### config.mk
export PLATFORM = sky130hd
export DESIGN_NAME = rsf_top
export DESIGN_NICKNAME = d
export VERILOG_FILES = /design/src/rsf_pkg.sv /design/src/rsf_hold_mem.sv /design/src/rsf_top.sv
export SDC_FILE = /design/constraint.sdc
export NUM_CORES = 1
export LEC_CHECK = 0
export BUFFER_PORTS_ARGS = -buffer_cell sky130_fd_sc_hd__buf_2
export CAP_MARGIN = 40
export CELL_PAD_IN_SITES_DETAIL_PLACEMENT = 0
export CELL_PAD_IN_SITES_GLOBAL_PLACEMENT = 1
export CORE_MARGIN = 10
export CORE_UTILIZATION = 35
export CTS_BUF_LIST = sky130_fd_sc_hd__clkbuf_16
export DETAILED_ROUTE_END_ITERATION = 8
export PLACE_DENSITY = 0.7
export SLEW_MARGIN = 20
export SYNTH_ARGS = -nofsm -noshare
export SYNTH_HDL_FRONTEND = slang
export SYNTH_HIERARCHICAL = 1
export SYNTH_SLANG_ARGS = --single-unit
### constraint.sdc
create_clock -name CORE_CLK -period 5.3 [get_ports CORE_CLK]
set_input_delay 0 -clock CORE_CLK [delete_from_list [all_inputs] [get_ports CORE_CLK]]
set_output_delay 0 -clock CORE_CLK [all_outputs]
set_load 0.03 [all_outputs]
### src/rsf_pkg.sv
// package: constants, register map and types of the remote signal failsafe
package rsf_pkg;

  // number of transferred binary signals
  localparam int NUM_SIG = 16;

  // register byte offsets on the wishbone slave
  localparam logic [7:0] OFS_FALLBACK = 8'h00;
  localparam logic [7:0] OFS_STATUS = 8'h04;
  localparam logic [7:0] OFS_CAPTURE = 8'h08;

  // field positions
  localparam int FB_FIELD_W = 2;
  localparam int ST_LINK_BIT = 0;
  localparam int ST_FRESH_BIT = 1;
  localparam int ST_TRIP_BIT = 2;
  localparam int ST_RX_LSB = 16;
  localparam int CAP_VAL_LSB = 0;
  localparam int CAP_SET_LSB = 16;

  // reset values
  localparam logic [31:0] FALLBACK_RST = 32'h0000_0000;
  localparam logic [31:0] DATA_ZERO = 32'h0000_0000;
  localparam logic [15:0] SIG_ZERO = 16'h0000;
  localparam logic [2:0] SYNC_RST = 3'h0;

  // per-signal fallback when the link is down
  typedef enum logic [1:0] {
    FB_FIXED0,
    FB_FIXED1,
    FB_CAP_INIT0,
    FB_CAP_INIT1
  } rsf_fallback_t;

  // one frame over the protection link
  typedef struct packed {
    logic trip;
    logic [15:0] sig;
  } rsf_frame_t;

endpackage

### src/rsf_hold_mem.sv
// retained store of the last validly received signal values
`timescale 1ns/1ps

module rsf_hold_mem (
  // clock and cold initialisation
  input wire logic clk,
  input wire logic init,
  // write side
  input wire logic wr_en,
  input wire logic [15:0] wr_data,
  // registered read side
  output logic [15:0] rd_data,
  output logic [15:0] rd_set
);

  logic [15:0] mem_val;
  logic [15:0] mem_set;

  // storage ignores the core reset so the held values survive it;
  // only an explicit cold init wipes them
  always_ff @(posedge clk) begin
    if (init) begin
      mem_val <= 16'h0000;
      mem_set <= 16'h0000;
    end else if (wr_en) begin
      mem_val <= wr_data;
      mem_set <= 16'hFFFF;
    end
  end

  // read data always come out of a register
  always_ff @(posedge clk) begin
    rd_data <= mem_val;
    rd_set <= mem_set;
  end
endmodule

### src/rsf_top.sv
// remote binary signal transfer with per-signal link-loss fallback
//
// Added by the designer: the Wishbone register port and the address map.
`timescale 1ns/1ps

module rsf_top (
  // clock and reset
  input wire logic CORE_CLK,
  input wire logic RST,
  input wire logic NV_INIT,
  // wishbone classic slave
  input wire logic WB_CYC_I,
  input wire logic WB_STB_I,
  input wire logic WB_WE_I,
  input wire logic [7:0] WB_ADR_I,
  input wire logic [3:0] WB_SEL_I,
  input wire logic [31:0] WB_DAT_I,
  output logic [31:0] WB_DAT_O,
  output logic WB_ACK_O,
  // local send side
  input wire logic [15:0] SEND_SIGNALS,
  input wire logic RESTRAINED_DIFF_TRIP,
  input wire logic HIGHSET_DIFF_TRIP,
  output rsf_pkg::rsf_frame_t TX_FRAME,
  // link receiver side
  input wire logic LINK_UP,
  input wire logic RX_VALID,
  input wire rsf_pkg::rsf_frame_t RX_FRAME,
  // local digital inputs and trip command
  output logic [15:0] RX_SIGNALS,
  output logic TRANSFER_TRIP_COMMAND,
  output logic LINK_OK
);

  logic [2:0] link_sync;
  logic link_ok;
  logic fresh;
  logic live_valid;
  logic [15:0] live;
  logic live_trip;
  logic [31:0] fb_cfg;
  logic [15:0] cap_rd;
  logic [15:0] cap_set;
  logic [15:0] held;
  logic [15:0] next_rx;
  logic frame_ok;
  logic wb_req;
  logic [31:0] next_rdata;

  // link status pin crosses three stages; a change counts when the last
  // two agree, so one glitchy sample cannot flap the fallback
  always_ff @(posedge CORE_CLK) begin
    if (RST) begin
      link_sync <= rsf_pkg::SYNC_RST;
    end else begin
      link_sync <= {link_sync[1:0], LINK_UP};
    end
  end

  always_ff @(posedge CORE_CLK) begin
    if (RST) begin
      link_ok <= 1'b0;
    end else if (link_sync[1] == link_sync[2]) begin
      link_ok <= link_sync[2];
    end
  end

  // a frame only counts while the link is declared up
  assign frame_ok = RX_VALID & link_ok;

  // live copy of the last valid frame
  always_ff @(posedge CORE_CLK) begin
    if (RST) begin
      live <= rsf_pkg::SIG_ZERO;
      live_trip <= 1'b0;
    end else if (frame_ok) begin
      live <= RX_FRAME.sig;
      live_trip <= RX_FRAME.trip;
    end
  end

  // live_valid: a frame arrived since reset; fresh: since the link came up
  always_ff @(posedge CORE_CLK) begin
    if (RST) begin
      live_valid <= 1'b0;
      fresh <= 1'b0;
    end else begin
      if (frame_ok) begin
        live_valid <= 1'b1;
      end
      if (!link_ok) begin
        fresh <= 1'b0;
      end else if (frame_ok) begin
        fresh <= 1'b1;
      end
    end
  end

  // retained capture store, written on every valid frame
  rsf_hold_mem u_hold (
    .clk(CORE_CLK),
    .init(NV_INIT),
    .wr_en(frame_ok),
    .wr_data(RX_FRAME.sig),
    .rd_data(cap_rd),
    .rd_set(cap_set)
  );

  // the live copy equals the store once a frame came in this run; the
  // store is used only after reset, which avoids its read latency race
  assign held = live_valid ? live : cap_rd;

  // per-signal output choice: live data while fresh, fallback otherwise
  always_comb begin
    next_rx = rsf_pkg::SIG_ZERO;
    for (int i = 0; i < rsf_pkg::NUM_SIG; i++) begin
      if (link_ok && fresh) begin
        next_rx[i] = live[i];
      end else begin
        unique case (rsf_pkg::rsf_fallback_t'(fb_cfg[2*i +: 2]))
          rsf_pkg::FB_FIXED0: next_rx[i] = 1'b0;
          rsf_pkg::FB_FIXED1: next_rx[i] = 1'b1;
          rsf_pkg::FB_CAP_INIT0: begin
            next_rx[i] = (live_valid || cap_set[i]) ? held[i] : 1'b0;
          end
          rsf_pkg::FB_CAP_INIT1: begin
            next_rx[i] = (live_valid || cap_set[i]) ? held[i] : 1'b1;
          end
        endcase
      end
    end
  end

  // received signals feed the local digital inputs
  always_ff @(posedge CORE_CLK) begin
    if (RST) begin
      RX_SIGNALS <= rsf_pkg::SIG_ZERO;
    end else begin
      RX_SIGNALS <= next_rx;
    end
  end

  // trip command passes only on a live link, never from a stale capture
  always_ff @(posedge CORE_CLK) begin
    if (RST) begin
      TRANSFER_TRIP_COMMAND <= 1'b0;
    end else begin
      TRANSFER_TRIP_COMMAND <= link_ok & fresh & live_trip;
    end
  end

  always_ff @(posedge CORE_CLK) begin
    if (RST) begin
      LINK_OK <= 1'b0;
    end else begin
      LINK_OK <= link_ok;
    end
  end

  // send frame: both differential trips share one trip bit
  always_ff @(posedge CORE_CLK) begin
    if (RST) begin
      TX_FRAME <= '0;
    end else begin
      TX_FRAME.sig <= SEND_SIGNALS;
      TX_FRAME.trip <= RESTRAINED_DIFF_TRIP | HIGHSET_DIFF_TRIP;
    end
  end

  // wishbone: one ack per request, dropped in the following cycle
  assign wb_req = WB_CYC_I & WB_STB_I & ~WB_ACK_O;

  always_ff @(posedge CORE_CLK) begin
    if (RST) begin
      WB_ACK_O <= 1'b0;
    end else begin
      WB_ACK_O <= wb_req;
    end
  end

  // fallback register, byte lanes honoured; reset is fixed zero everywhere
  always_ff @(posedge CORE_CLK) begin
    if (RST) begin
      fb_cfg <= rsf_pkg::FALLBACK_RST;
    end else if (wb_req && WB_WE_I && WB_ADR_I == rsf_pkg::OFS_FALLBACK) begin
      for (int k = 0; k < 4; k++) begin
        if (WB_SEL_I[k]) begin
          fb_cfg[8*k +: 8] <= WB_DAT_I[8*k +: 8];
        end
      end
    end
  end

  // read mux; unmapped offsets answer with zero and ignore writes
  always_comb begin
    next_rdata = rsf_pkg::DATA_ZERO;
    unique case (WB_ADR_I)
      rsf_pkg::OFS_FALLBACK: next_rdata = fb_cfg;
      rsf_pkg::OFS_STATUS: begin
        next_rdata[rsf_pkg::ST_LINK_BIT] = link_ok;
        next_rdata[rsf_pkg::ST_FRESH_BIT] = fresh;
        next_rdata[rsf_pkg::ST_TRIP_BIT] = TRANSFER_TRIP_COMMAND;
        next_rdata[rsf_pkg::ST_RX_LSB +: 16] = RX_SIGNALS;
      end
      rsf_pkg::OFS_CAPTURE: begin
        next_rdata[rsf_pkg::CAP_VAL_LSB +: 16] = held;
        next_rdata[rsf_pkg::CAP_SET_LSB +: 16] = cap_set;
      end
      default: next_rdata = rsf_pkg::DATA_ZERO;
    endcase
  end

  always_ff @(posedge CORE_CLK) begin
    if (RST) begin
      WB_DAT_O <= rsf_pkg::DATA_ZERO;
    end else if (wb_req && !WB_WE_I) begin
      WB_DAT_O <= next_rdata;
    end
  end
endmodule

== Yosys cells after proc, flatten, opt, wreduce, memory -nomap -nowiden ==
Cells that the tools add are included.

* Register bits: 157
* Input bits: 87
* Output and inout bits: 68
* Word-level logic and storage cells: 191

* Equal/unequal tests: 51
* Mux-type cells: 68
* Bitwise gates (word level): 8
* Reductions and logical operators: 43

{| class="wikitable"
|+ Operator list
! kind !! count
|-
| equality test 2 bit, second input constant || 32
|-
| case mux 1 bit (4 select lines) || 16
|-
| 2-to-1 mux 1 bit || 48
|-
| case mux 16 bit (3 select lines) || 1
|-
| equality test 2 x 1 -> 1 bit, second input constant || 16
|-
| zero test 2 bit || 16
|-
| case mux 13 bit (2 select lines) || 1
|-
| logical OR 1 bit || 16
|-
| 2-to-1 mux 16 bit || 1
|-
| case mux 3 bit (3 select lines) || 1
|-
| equality test 8 x 3 -> 1 bit, second input constant || 1
|-
| equality test 8 x 4 -> 1 bit, second input constant || 1
|-
| zero test 8 bit || 1
|-
| AND reduction 2 bit || 4
|-
| AND 1 bit || 5
|-
| logical AND 1 bit || 4
|-
| inverter 1 bit || 2
|-
| OR reduction 2 bit || 1
|-
| equality test 1 bit || 1
|-
| zero test 1 bit || 1
|-
| OR 1 bit || 1
|}

== Longest topological paths before layout ==
* Depth in word-level cells: 5
* Mapped depth: 7
* Mapped depth without buffers: 4

== By module ==
The synthesis kept the hierarchy.

{| class="wikitable"
|+ Modules (own cells, without submodules)
! module !! instances !! cells an instance !! area an instance (µm²) !! seq. area each (µm²)
|-
| rsf_top || 1 || 587 || 5624.1 || 2462.4
|-
| rsf_hold_mem || 1 || 87 || 1062.3 || 680.7
|}

== Least setup slack after synthesis ==
Ideal clock, no wire load.

* Path kind: register to register
* From: register WB_ACK_O
* To: register WB_DAT_O[22]
* Library setup time: 68 ps
* Arrival time: 1908 ps
* Required time: 5232 ps
* Path slack: 3324 ps
* Stages on the path, launching flop included: 6
* Buffers on the path: 2
* Clock period less this slack: 1976 ps
* Path through: dfxtp_1 -> nand3b_1 -> or4_4 -> buf_6 -> buf_12 -> o2bb2ai_2

* Word-level cells in the longest chain between the ends: 3

{| class="wikitable"
|+ Ends and longest elaborated chain
! element !! line !! source
|-
| start: declaration || rsf_top.sv:19 || <nowiki>output logic WB_ACK_O,</nowiki>
|-
| start signal: assignment || rsf_top.sv:177 || <nowiki>WB_ACK_O <= wb_req;</nowiki>
|-
| inverter 1 bit || rsf_top.sv:171 || <nowiki>assign wb_req = WB_CYC_I & WB_STB_I & ~WB_ACK_O;</nowiki>
|-
| AND 1 bit || rsf_top.sv:171 ||
|-
| logical AND 1 bit || rsf_top.sv:216 || <nowiki>end else if (wb_req && !WB_WE_I) begin</nowiki>
|-
| end signal: assignment || rsf_top.sv:215 || <nowiki>WB_DAT_O <= rsf_pkg::DATA_ZERO;</nowiki>
|-
| end signal: assignment || rsf_top.sv:217 || <nowiki>WB_DAT_O <= next_rdata;</nowiki>
|-
| end: declaration || rsf_top.sv:18 || <nowiki>output logic [31:0] WB_DAT_O,</nowiki>
|}

Every way passes these cells.
A chain may end at the register's enable or synchronous reset.

== Final worst setup path ==
* From: register link_ok
* To: register live[4]

* Word-level cells in the longest chain between the ends: 1

{| class="wikitable"
|+ Ends and longest elaborated chain
! element !! line !! source
|-
| start: declaration || rsf_top.sv:36 || <nowiki>logic link_ok;</nowiki>
|-
| start signal: assignment || rsf_top.sv:64 || <nowiki>link_ok <= link_sync[2];</nowiki>
|-
| AND 1 bit || rsf_top.sv:69 || <nowiki>assign frame_ok = RX_VALID & link_ok;</nowiki>
|-
| end signal: assignment || rsf_top.sv:74 || <nowiki>live <= rsf_pkg::SIG_ZERO;</nowiki>
|-
| end signal: assignment || rsf_top.sv:77 || <nowiki>live <= RX_FRAME.sig;</nowiki>
|-
| end: declaration || rsf_top.sv:39 || <nowiki>logic [15:0] live;</nowiki>
|}

Every way passes these cells.

==> impl_metrics.json <==
{
  "areaGrowthSynthToFinish_pct": 32.04,
  "htreeDepth": 4,
  "cts_setup_buffers": 0,
  "ys_warn_count": 6,
  "overflow": 0,
  "hold_violations": 0,
  "slew_headroom_pct": 48.19,
  "clock_latency_ps": 430,
  "timing.setup.tns_ps": 0,
  "clock_path_buffers": 2,
  "grt_util_all_layers_pct": 16.03,
  "drc": 0,
  "yosys.area.top_type": "dfxtp_1",
  "coreArea_sq_mm": 0.01877,
  "synthDominantCellAreaShare_pct": 47.01,
  "period_needed_ps": 2727,
  "finClkSkew_ps": 8.169,
  "syn_avg_cell_area_sq_um": 9.920,
  "antenna_found_initial": 0,
  "setup_violations": 0,
  "drtPass1Iterations": 4,
  "routedWlPerCell_um": 17.93,
  "cts_made_buffers": 17,
  "arrival_ps": 3050,
  "tightest_slew_ps": 771.4,
  "nets": 955,
  "postSynthCellCount": 674,
  "grt_setup_unrepaired": "false",
  "syn_nets": 761,
  "grt_max_degree": 82,
  "max_cap_violations": 0,
  "p_int_mw": 1.900,
  "synth_seq_cells": 157,
  "portBuffers": 154,
  "slew_viol_final": 0,
  "pwr-share-clk_pct": 45.6,
  "place_area_sq_mm": 0.007512,
  "p_sw_share_pct": 24.81,
  "status": "complete, no violations",
  "rows": 50,
  "end_kind": "flop",
  "dp_cells": 1008,
  "drt-total-wl_um": 19990,
  "critPathLaunchType": "flop",
  "netlist_area_sq_mm": 0.006686,
  "p_switching_uw": 627.0,
  "whs_ps": 16.00,
  "power_leakage_nw": 3.560,
  "power_density_mw_per_mm2": 286.2,
  "synthFlopType": "dfxtp_1",
  "hpwlAfterDp_um": 14410,
  "finalCritPeriodShare_pct": 51.45,
  "max_freq_ghz": 0.3667,
  "die_w_um": 158.2,
  "synth.distinct_cells": 35,
  "ant_nets": 0,
  "dieArea_sq_mm": 0.02503,
  "tritoncts": "yes",
  "finalPower_mw": 2.527,
  "final_area_sq_mm": 0.008828,
  "clk_pin_slew_ps": 70,
  "synth_edf_count": 0,
  "pin_count": 155,
  "combPwrFrac_pct": 7.3,
  "cts_root_buf": "clkbuf_16",
  "hp-class": "in -> reg",
  "peakVddDrop_uv": 209.8,
  "drive_above_1_share_pct": 24.77,
  "dieHeight_um": 158.2,
  "async_reset_ff_share_pct": 0,
  "worstPathMaxFanout": 21,
  "initialDrtViolationCount": 284,
  "seq_power_share_pct": 47.1,
  "numClockSinks": 157,
  "grt_pass1_vias": 5610,
  "worstPathRequired_ps": 5620,
  "gp_congestion": 0.8074,
  "criticalPathCategory": "reg -> reg",
  "vias_per_cell": 4.861,
  "layout.cells.non_filler": 1115,
  "vias": 5420,
  "yosys-top-cells-area": "dfxtp_1 (47%), mux2i_1 (12%), nand2b_1 (6.0%), nand2_1 (3.0%), nor2_1 (2.9%)",
  "seq_area_frac_synth_pct": 47.01,
  "start_util_pct": 35.63,
  "grt_pass1_wl_um": 31350
}
==> timing repair <==
item	in CTS	in global routing
endpoints found under the setup margin	0	0
hold endpoints to repair	85	0
hold buffers	74	0
gates resized for setup	0	0
==> worst max-delay path, cell delays in order (launching register included) <==
cell and delay [ps]:
dfxtp_1 350, nand2_1 490, clkinv_1 630, buf_4 410, nand2_1 90, a21oi_1 60
dlygate4sd3_1 570
==> cell type report <==
type	instances	area, sq um
antenna	1	2.502
clock buffer	17	425.4
clock inverter	14	127.6
fill	1761	9940
inverter	1	3.754
multi-input combinational	454	3189
sequential	157	3146
tap	234	292.8
timing repair buffer	237	1642
==> state kept, by name, indices dropped and copies added (netlist names) <==
name	count
LINK_OK	1
RX_SIGNALS	16
TRANSFER_TRIP_COMMAND	1
TX_FRAME	17
WB_ACK_O	1
WB_DAT_O	32
fb_cfg	32
fresh	1
link_ok	1
link_sync	3
live	16
live_trip	1
live_valid	1
u_hold/mem_set	1
u_hold/mem_val	16
u_hold/rd_data	16
u_hold/rd_set	1
==> power by group through the flow <==
| stage | clock network [mW] | registers, mW | logic (mW) |
|---|---|---|---|
| 4_1_cts | 1.17 | 1.19 | 0.186 |
| 6_report | 1.15 | 1.19 | 0.185 |
| 5_1_grt | 1.22 | 1.19 | 0.200 |
| 2_1_floorplan | 0 | 1.23 | 0.0657 |
| 3_5_place_dp | 0 | 1.22 | 0.144 |
| 3_3_place_gp | 0 | 1.22 | 0.137 |
==> per-stage QoR <==
| step | utilization (%) | worst slack [ps] |
|---|---|---|
| final | 47.04 | 2573 |
| after global routing | 47.03 | 2274 |
| after CTS | 46.92 | 2546 |
| after detailed placement | 40.03 | 3013 |
| after global placement | 39.65 | 3147 |
| after floorplan | - | 3324 |
==> kinds of logic (layout without fill, tap and decap cells) <==
family	Yosys count	after routing	share of synthesized area [%]
AOI/OAI and AO/OA	134	134	14.90
buffers and inverters	63	269	5.296
DFF	157	157	47.01
muxes	83	83	12.48
other	0	1	0
and+or+nand+nor	237	237	20.32
==> per-layer routing <==
| metal | up-vias | routed length (um) | global-route usage (%) | share of wire (%) |
|---|---|---|---|---|
| met3 | 34 | 1105 | 3.419 | 5.5 |
| li1 | 2724 | - | - | - |
| met1 | 2536 | 8812 | 20.05 | 44 |
| met2 | 126 | 9544 | 26.05 | 48 |
| met4 | 0 | 525 | 6.925 | 2.6 |
| met5 | - | 0 | 0 | 0 |
==> Yosys cell counts, types with 2 or more instances <==
| library cell | n |
|---|---|
| mux2i_1 | 80 |
| a21oi_1 | 31 |
| nor2b_1 | 21 |
| buf_1 | 7 |
| o21ai_0 | 33 |
| and3b_1 | 16 |
| dfxtp_1 | 157 |
| nand2b_1 | 64 |
| nor2_1 | 52 |
| buf_6 | 3 |
| or4bb_1 | 4 |
| a2bb2oi_1 | 19 |
| clkbuf_1 | 30 |
| buf_4 | 15 |
| nand2_1 | 53 |
| nor4_4 | 4 |
| buf_12 | 2 |
| mux2_2 | 3 |
| a311oi_1 | 16 |
| a22o_1 | 13 |
| or4_4 | 2 |
| o2bb2ai_2 | 10 |
| buf_2 | 5 |
| and2_1 | 15 |
| o2bb2ai_1 | 9 |
==> path summary, 6_finish.rpt <==
check	startpoint	endpoint	slack, ps	cells after the start
worst max-delay path	link_ok$_SDFFE_PP0N_	live[4]$_SDFFE_PP0P_	2570	6
worst min-delay path	RST	live[5]$_SDFFE_PP0P_	20	2
worst max register to register	link_ok$_SDFFE_PP0N_	live[4]$_SDFFE_PP0P_	2570	6
worst min register to register	u_hold/mem_set[0]$_SDFFE_PP0P_	u_hold/rd_set[0]$_DFF_P_	350	0
==> cell usage in the layout (no fill, tap or decap), drive strengths merged, types with 2 or more instances in the layout <==
cell         instances
dfxtp              157
clkinvlp             2
nand2b              64
and3b               16
mux2                 3
clkbuf              17
nand2               53
mux2i               80
inv                 10
nor2b               21
a22o                13
o2bb2ai             19
buf                163
and2                16
nor4                 5
clkinv               3
o21ai               33
or4bb                4
a21oi               31
a2bb2oi             19
nor2                52
dlygate4sd3         74
a311oi              16
or4                  2
No activity file was read; power rests on OpenSTA's default activity.
